File: src/hw/link_ctl_params.svh
// Constants for the port link control and status register block.
// Assumes inclusion by the design file only; the package does not include it.
`ifndef LINK_CTL_PARAMS_SVH
`define LINK_CTL_PARAMS_SVH

// Register map, byte addresses on the AXI4-Lite bus
`define LCS_ADDR_W 12
`define LCS_LINK_OFF 12'h0D0

// Control field positions
`define LCS_ASPM_LSB 0
`define LCS_RCB_BIT 3
`define LCS_DIS_BIT 4
`define LCS_RETRAIN_BIT 5
`define LCS_CCLK_BIT 6
`define LCS_XSYNC_BIT 7
`define LCS_HWAW_BIT 9
`define LCS_BWM_BIT 10
`define LCS_BWA_BIT 11

// Status field positions
`define LCS_SPEED_LSB 16
`define LCS_WIDTH_LSB 20
`define LCS_TERR_BIT 26
`define LCS_TRAIN_BIT 27
`define LCS_SLOT_CLOCK_STRAP_BIT 28
`define LCS_DLA_BIT 29

// Status reset values
`define LCS_SPEED_RST 4'h2
`define LCS_WIDTH_RST 6'h01

// Ordered set counts for exit from low power
`define LCS_FTS_EXT 13'h1000
`define LCS_FTS_NORM 13'h0080
`define LCS_TS1_EXT 13'h0400
`define LCS_TS1_NORM 13'h0010

// AXI response codes
`define LCS_RESP_OKAY 2'h0
`define LCS_RESP_SLVERR 2'h2

`endif

File: src/hw/link_ctl_pkg.sv
// Types shared by the link control block and its surroundings.
// Assumes the constants header sits beside this file.
package link_ctl_pkg;

  // Software controlled link fields
  typedef struct packed {
    logic [1:0] aspm;
    logic link_disable;
    logic common_clk;
    logic ext_sync;
    logic hw_width_dis;
    logic bw_mgmt_ie;
    logic bw_auto_ie;
  } link_ctrl_t;

  // Report from the link training logic
  typedef struct packed {
    logic [3:0] speed;
    logic [5:0] width;
    logic train_start;
    logic train_done;
    logic train_fail;
    logic dl_active;
  } link_stat_in_t;

  typedef enum logic {WR_IDLE, WR_RESP} wr_state_t;

endpackage

File: src/hw/pcie_port_link_control_status.sv
// Link control and status dword of one switch port, AXI4-Lite slave.
// Assumes the training logic reports through link_stat_i, synchronous to aclk,
// and both straps are stable while aresetn is low.
//
// Overview of operation
// ASPM field decodes L0s and L1 entry
// Receiver may always enter L0s
// Completion boundary bit reads zero
// Upstream link disable fixed at zero
// Downstream link disable holds link down
// Downstream retrain starts training; upstream zero
// Common clock bit writable, reads zero
// Extended sync sends 4096 FTS sets
// Extended sync sends 1024 TS1 sets
// Bandwidth interrupt enables only on downstream
// Speed field reports negotiated rate
// Width field reports negotiated lanes
// Training error set on fail, cleared
// Training flag high during training
// Slot clock bit resets to strap
// Sideband load overrides slot clock bit
// Data link active mirrors active state
// Retrain is one-cycle trigger, flag rises
// Reserved bits read zero, ignore writes
//
// The AXI4-Lite interface to the registers is this design's own decision.
`timescale 1ns/1ps
`include "link_ctl_params.svh"

module pcie_port_link_control_status
  import link_ctl_pkg::*;
(
  input wire logic aclk,
  input wire logic aresetn,
  input wire logic [11:0] awaddr,
  input wire logic [2:0] awprot,
  input wire logic awvalid,
  output logic awready,
  input wire logic [31:0] wdata,
  input wire logic [3:0] wstrb,
  input wire logic wvalid,
  output logic wready,
  output logic [1:0] bresp,
  output logic bvalid,
  input wire logic bready,
  input wire logic [11:0] araddr,
  input wire logic [2:0] arprot,
  input wire logic arvalid,
  output logic arready,
  output logic [31:0] rdata,
  output logic [1:0] rresp,
  output logic rvalid,
  input wire logic rready,
  input wire logic port_upstream_strap,
  input wire logic slot_clock_strap,
  input wire logic sideband_slot_clk_load,
  input wire logic sideband_slot_clk_value,
  input wire link_stat_in_t link_stat_i,
  output link_ctrl_t link_ctrl_o,
  output logic retrain_req,
  output logic l0s_entry_en,
  output logic l1_entry_en,
  output logic rx_l0s_allowed,
  output logic [12:0] fts_exit_count,
  output logic [12:0] ts1_exit_count
);

  // ***************************************************************
  // Decode helpers
  // ***************************************************************

  // True when a byte address selects the link dword
  function automatic logic addr_hit(input logic [11:0] addr);
    addr_hit = (addr[11:2] == 10'(`LCS_LINK_OFF >> 2));
  endfunction

  // ***************************************************************
  // State
  // ***************************************************************

  wr_state_t wr_state_q;
  logic awready_q;
  logic wready_q;
  logic bvalid_q;
  logic [1:0] bresp_q;
  logic [11:0] awaddr_q;
  logic [31:0] wdata_q;
  logic [3:0] wstrb_q;
  logic arready_q;
  logic rvalid_q;
  logic [1:0] rresp_q;
  logic [31:0] rdata_q;
  logic upstream_q;
  link_ctrl_t ctrl_q;
  logic retrain_q;
  logic l0s_en_q;
  logic l1_en_q;
  logic rx_l0s_q;
  logic [12:0] fts_q;
  logic [12:0] ts1_q;
  logic [3:0] speed_q;
  logic [5:0] width_q;
  logic train_err_q;
  logic training_q;
  logic slot_clk_q;
  logic dl_active_q;
  logic wr_both;
  logic wr_fire;
  logic [31:0] read_word;

  // Outputs straight from flops
  assign awready = awready_q;
  assign wready = wready_q;
  assign bvalid = bvalid_q;
  assign bresp = bresp_q;
  assign arready = arready_q;
  assign rvalid = rvalid_q;
  assign rresp = rresp_q;
  assign rdata = rdata_q;
  assign link_ctrl_o = ctrl_q;
  assign retrain_req = retrain_q;
  assign l0s_entry_en = l0s_en_q;
  assign l1_entry_en = l1_en_q;
  assign rx_l0s_allowed = rx_l0s_q;
  assign fts_exit_count = fts_q;
  assign ts1_exit_count = ts1_q;

  // ***************************************************************
  // AXI4-Lite write channel
  // ***************************************************************

  // Address and data both held, response not yet posted
  assign wr_both = (wr_state_q == WR_IDLE) && !awready_q && !wready_q;
  assign wr_fire = wr_both && addr_hit(awaddr_q);

  // Take address and data in either order, then answer
  always_ff @(posedge aclk) begin
    if (!aresetn) begin
      wr_state_q <= WR_IDLE;
      awready_q <= 1'b1;
      wready_q <= 1'b1;
      bvalid_q <= 1'b0;
      bresp_q <= `LCS_RESP_OKAY;
      awaddr_q <= '0;
      wdata_q <= '0;
      wstrb_q <= '0;
    end else begin
      if (awvalid && awready_q) begin
        awaddr_q <= awaddr;
        awready_q <= 1'b0;
      end
      if (wvalid && wready_q) begin
        wdata_q <= wdata;
        wstrb_q <= wstrb;
        wready_q <= 1'b0;
      end
      unique case (wr_state_q)
        WR_IDLE: begin
          if (wr_both) begin
            bvalid_q <= 1'b1;
            bresp_q <= addr_hit(awaddr_q) ? `LCS_RESP_OKAY : `LCS_RESP_SLVERR;
            wr_state_q <= WR_RESP;
          end
        end
        WR_RESP: begin
          if (bready) begin
            bvalid_q <= 1'b0;
            awready_q <= 1'b1;
            wready_q <= 1'b1;
            wr_state_q <= WR_IDLE;
          end
        end
      endcase
    end
  end

  // ***************************************************************
  // AXI4-Lite read channel
  // ***************************************************************

  // Dword as software sees it
  always_comb begin
    read_word = '0;
    read_word[`LCS_ASPM_LSB +: 2] = ctrl_q.aspm;
    read_word[`LCS_RCB_BIT] = 1'b0;
    read_word[`LCS_DIS_BIT] = ctrl_q.link_disable;
    read_word[`LCS_RETRAIN_BIT] = 1'b0;
    read_word[`LCS_CCLK_BIT] = 1'b0;
    read_word[`LCS_XSYNC_BIT] = ctrl_q.ext_sync;
    read_word[`LCS_HWAW_BIT] = ctrl_q.hw_width_dis;
    read_word[`LCS_BWM_BIT] = ctrl_q.bw_mgmt_ie;
    read_word[`LCS_BWA_BIT] = ctrl_q.bw_auto_ie;
    read_word[`LCS_SPEED_LSB +: 4] = speed_q;
    read_word[`LCS_WIDTH_LSB +: 6] = width_q;
    read_word[`LCS_TERR_BIT] = train_err_q;
    read_word[`LCS_TRAIN_BIT] = training_q;
    read_word[`LCS_SLOT_CLOCK_STRAP_BIT] = slot_clk_q;
    read_word[`LCS_DLA_BIT] = dl_active_q;
  end

  // One read at a time, answered the cycle after the address
  always_ff @(posedge aclk) begin
    if (!aresetn) begin
      arready_q <= 1'b1;
      rvalid_q <= 1'b0;
      rresp_q <= `LCS_RESP_OKAY;
      rdata_q <= '0;
    end else if (arvalid && arready_q) begin
      arready_q <= 1'b0;
      rvalid_q <= 1'b1;
      rresp_q <= addr_hit(araddr) ? `LCS_RESP_OKAY : `LCS_RESP_SLVERR;
      rdata_q <= addr_hit(araddr) ? read_word : 32'h0000_0000;
    end else if (rvalid_q && rready) begin
      rvalid_q <= 1'b0;
      arready_q <= 1'b1;
    end
  end

  // ***************************************************************
  // Link control fields
  // ***************************************************************

  // Port role caught from its strap while in reset
  always_ff @(posedge aclk) begin
    if (!aresetn) begin
      upstream_q <= port_upstream_strap;
    end
  end

  // Software writes, gated by byte lane and port role
  always_ff @(posedge aclk) begin
    if (!aresetn) begin
      ctrl_q <= '0;
    end else if (wr_fire) begin
      if (wstrb_q[0]) begin
        ctrl_q.aspm <= wdata_q[`LCS_ASPM_LSB +: 2];
        ctrl_q.link_disable <= !upstream_q && wdata_q[`LCS_DIS_BIT];
        ctrl_q.common_clk <= wdata_q[`LCS_CCLK_BIT];
        ctrl_q.ext_sync <= wdata_q[`LCS_XSYNC_BIT];
      end
      if (wstrb_q[1]) begin
        ctrl_q.hw_width_dis <= wdata_q[`LCS_HWAW_BIT];
        ctrl_q.bw_mgmt_ie <= !upstream_q && wdata_q[`LCS_BWM_BIT];
        ctrl_q.bw_auto_ie <= !upstream_q && wdata_q[`LCS_BWA_BIT];
      end
    end
  end

  // Retrain trigger, one cycle per write on a downstream port
  always_ff @(posedge aclk) begin
    if (!aresetn) begin
      retrain_q <= 1'b0;
    end else begin
      retrain_q <= wr_fire && wstrb_q[0] && wdata_q[`LCS_RETRAIN_BIT] && !upstream_q;
    end
  end

  // Low power entry decode and ordered set counts
  always_ff @(posedge aclk) begin
    if (!aresetn) begin
      l0s_en_q <= 1'b0;
      l1_en_q <= 1'b0;
      rx_l0s_q <= 1'b1;
      fts_q <= `LCS_FTS_NORM;
      ts1_q <= `LCS_TS1_NORM;
    end else begin
      l0s_en_q <= ctrl_q.aspm[0];
      l1_en_q <= ctrl_q.aspm[1];
      rx_l0s_q <= 1'b1;
      fts_q <= ctrl_q.ext_sync ? `LCS_FTS_EXT : `LCS_FTS_NORM;
      ts1_q <= ctrl_q.ext_sync ? `LCS_TS1_EXT : `LCS_TS1_NORM;
    end
  end

  // ***************************************************************
  // Link status fields
  // ***************************************************************

  // Negotiated rate, width and data link state
  always_ff @(posedge aclk) begin
    if (!aresetn) begin
      speed_q <= `LCS_SPEED_RST;
      width_q <= `LCS_WIDTH_RST;
      dl_active_q <= 1'b0;
    end else begin
      speed_q <= link_stat_i.speed;
      width_q <= link_stat_i.width;
      dl_active_q <= link_stat_i.dl_active;
    end
  end

  // Training error: set wins over the clear on reaching L0
  always_ff @(posedge aclk) begin
    if (!aresetn) begin
      train_err_q <= 1'b0;
    end else if (link_stat_i.train_fail) begin
      train_err_q <= 1'b1;
    end else if (link_stat_i.train_done) begin
      train_err_q <= 1'b0;
    end
  end

  // Training in progress, raised also by a retrain request
  always_ff @(posedge aclk) begin
    if (!aresetn) begin
      training_q <= 1'b0;
    end else if (link_stat_i.train_start || retrain_q) begin
      training_q <= 1'b1;
    end else if (link_stat_i.train_done || link_stat_i.train_fail) begin
      training_q <= 1'b0;
    end
  end

  // Slot clock from strap, replaceable by a sideband load
  always_ff @(posedge aclk) begin
    if (!aresetn) begin
      slot_clk_q <= slot_clock_strap;
    end else if (sideband_slot_clk_load) begin
      slot_clk_q <= sideband_slot_clk_value;
    end
  end
endmodule

File: config.mk
export PLATFORM = sky130hd
export DESIGN_NAME = pcie_port_link_control_status
export DESIGN_NICKNAME = d
export VERILOG_FILES = /design/src/hw/link_ctl_pkg.sv /design/src/hw/pcie_port_link_control_status.sv
export VERILOG_INCLUDE_DIRS = /design/src /design/src/hw
export SDC_FILE = /design/constraint.sdc
export NUM_CORES = 1
export LEC_CHECK = 0
export BUFFER_PORTS_ARGS = -buffer_cell sky130_fd_sc_hd__buf_4
export CORE_ASPECT_RATIO = 1.1
export CORE_MARGIN = 5
export CORE_UTILIZATION = 48
export CTS_BUF_LIST = sky130_fd_sc_hd__clkbuf_8
export DETAILED_ROUTE_END_ITERATION = 7
export GPL_TIMING_DRIVEN = 1
export PLACE_DENSITY = 0.87
export SLEW_MARGIN = 20
export SYNTH_ARGS = -nofsm -noshare
export SYNTH_HDL_FRONTEND = slang
export SYNTH_SLANG_ARGS = --single-unit
File: constraint.sdc
create_clock -name aclk -period 3.1 [get_ports aclk]
set_clock_uncertainty 0.05 [all_clocks]
set_input_delay 0.62 -clock aclk [delete_from_list [all_inputs] [get_ports aclk]]
set_output_delay 0.62 -clock aclk [all_outputs]
set_load 0.05 [all_outputs]
==> flow_summary.ini <==
[run_status]
status = completed

[synth]
synth_edf_count = 2
ys_warn_count = 0
yosysUniqueCellTypes = 32
synthCells = 306
yosysMostFrequentCell = dfxtp_1
synthTopCellsByCount = dfxtp_1, nand2_1, buf_4
netlist_area_um2 = 2942
synth_seq_area_share = 0.5376
synth.top_cell.area_share = 0.5172
syn_avg_cell_area_um2 = 9.613
synth_area_leaders = dfxtp_1, buf_4, nand2_1
synth_seq_cells = 78
synth_top_flop_cell = dfxtp_1
async_reset_ff_frac = 0
synth_top_cell_by_area = dfxtp_1

[die]
die_width_um = 84.64
placement_rows = 30
io_pins = 170
coreArea_um2 = 6081
die_area_um2 = 7796
initial_utilization = 0.4837
die_y_um = 92.11

[sta]
setup-tns-final_ns = 0
worst_pin_slew_ns = 0.8016
finalSetupViolCount = 0
fmax_ghz = 0.5348
holdWs_ns = 0.4048
hold_violations = 0
finalMaxSlewViolations = 0
grt_setup_unrepaired = no
min_period_over_period = 0.6032
maxSlewHeadroom = 0.4656
period_needed_ns = 1.870

[route]
totalWireLength_um = 6516
initialDrtViolationCount = 58
dr_wl_met3_um = 473
ant_nets = 0
avgRoutedWirePerCell_um = 13.49
drcViolationCount = 0
first_pass_iters = 4
via_per_inst = 4.768
num_vias = 2303
wl_met1_um = 2719
dr_wl_met2_um = 3223
routed.top_layer = met4

[clock_tree]
numCtsBuffers = 9
clk_latency_ns = 0.34
clk_pin_slew_worst_paths_ns = 0.08
clock-root-buffer = clkbuf_8
clockBufferDepth = 2
tritoncts = built
cts_num_sinks = 78
cts_setup_buffers = 0
post_cts_resized = 0
h-tree-depth = 3
postCtsHoldBufs = 0

[layout]
synthToLayoutAreaGrowth_pct = 28.24
drive_above_1_share = 0.3077
instances_no_fill = 483
diodes = 0
fin_nets = 489
fillCellCount = 516

[worst_setup_path]
crit_type = input port to flop
start_kind = input port
arrival_ns = 2.10
cp_max_fo = 22
r2r_cells = 3
worstPathCellList = buf_4 -> nor4_1 -> and4_1 -> a32o_1
worst-path-buf-inv = 1
cp-end-kind = flop
cp.depth = 4
crit_required_ns = 3.33
path_delay_family = simple AND/OR/NAND/NOR gates
slowest_delay_ns = 0.78
critPathSlowestCell = and4_1

[place]
port_buffers = 98
dp_hpwl_um = 4900
placed_cells = 467
gp_congestion = 0.7945

[global_route]
track_usage = 0.1651
antenna_found_initial = 0
grt_pass1_vias = 2194
grt_pass1_wl_um = 10170
grt_start_max_net_pins = 32
grt_overflow = 0

[power]
p_total_mw = 2.068
power.density_nw_per_um2 = 548.1
peakVddDrop_mv = 0.3371
p_leak_nw = 1.722

[min_path]
hp-class = flop to flop
whs_path_depth = 2

[run]
max_cap_viol_count = 0
==> through the flow <==
step           setup slack [ns]  utilization  cell area [um^2]
2_1_floorplan             1.213            -              3069
6_report                  1.230       0.6204              3772
5_1_grt                   1.077       0.6204              3772
4_1_cts                   1.220       0.6204              3772
3_5_place_dp             0.8618       0.5879              3575
3_3_place_gp             0.9516       0.5879              3575
==> power breakdown <==
part / switching (mW) / internal, mW
clock: 0.364 / 0.373
sequential: 0.0174 / 1.04
combinational: 0.190 / 0.0829
total: 0.571 / 1.50
==> area by class of cell <==
type / instances / area (um^2) / area share
clock buffer: 9 / 123.9 / 0.03284
clock inverter: 7 / 73.82 / 0.01957
inverter: 8 / 30.03 / 0.007960
multi-input combinational: 200 / 1105 / 0.2929
sequential: 78 / 1582 / 0.4192
tap: 80 / 100.1 / 0.02653
timing repair buffer: 101 / 758.2 / 0.2010
==> per-layer routing <==
metal  track usage  vias up
met5             0        -
li1              -     1140
met3       0.04313       11
met4       0.07124        0
met2        0.2800       90
met1        0.1957     1062
==> cells in the final DEF (no fill, tap or decap), drive strengths merged <==
master | netlist | routed
buf | 43 | 101
dfxtp | 76 | 76
nand2 | 61 | 61
conb | 2 | 36
a21oi | 27 | 27
a32o | 18 | 18
and2 | 12 | 12
nor2 | 9 | 9
clkbuf | 11 | 9
inv | 8 | 9
mux2i | 8 | 8
o21ai | 5 | 5
nand2b | 4 | 4
a22o | 3 | 3
clkinv | 0 | 3
nor2b | 2 | 2
or3b | 2 | 2
clkinvlp | 0 | 2
edfxtp | 2 | 2
nor4 | 2 | 2
mux2 | 1 | 1
nor4bb | 1 | 1
and4 | 1 | 1
or3 | 1 | 1
nor3 | 1 | 1
or4b | 1 | 1
or4bb | 1 | 1
a31oi | 1 | 1
or4 | 1 | 1
and3 | 1 | 1
a211oi | 1 | 1
bufinv | 0 | 1
==> logic make-up after synthesis <==
family / count (synthesis) / share of synthesized area
compound gates: 55 / 0.1293
buf+inv: 62 / 0.1302
flops: 78 / 0.5376
mux: 9 / 0.03105
other cells: 2 / 0.002553
simple gates: 100 / 0.1693
==> tightest hold or removal path, delay by kind of cell, from the launching register on <==
family             cells  cell delay, ns
AOI/OAI and AO/OA      1            0.05
and+or+nand+nor        1            0.05
DFF                    1            0.31
==> sequential cells by signal, indices dropped and copies added, names as in the netlist, 2 cells and up <==
register,flops
speed_q,4
width_q,6
fts_exit_count,2
wstrb_q,2
rdata,21
link_ctrl_o,8
wdata_q,9
awaddr_q,10
==> final timing paths <==
check                      startpoint                     endpoint  slack [ns]
min reg2reg   wdata_q[5]$_SDFFE_PN0P_      wdata_q[5]$_SDFFE_PN0P_        0.40
min           wdata_q[5]$_SDFFE_PN0P_      wdata_q[5]$_SDFFE_PN0P_        0.40
max reg2reg  awaddr_q[5]$_SDFFE_PN0P_  link_ctrl_o[4]$_SDFFE_PN0P_        1.29
max                         araddr[8]       rdata[29]$_SDFFE_PN0P_        1.23
Power figures use the tool's default switching activity.
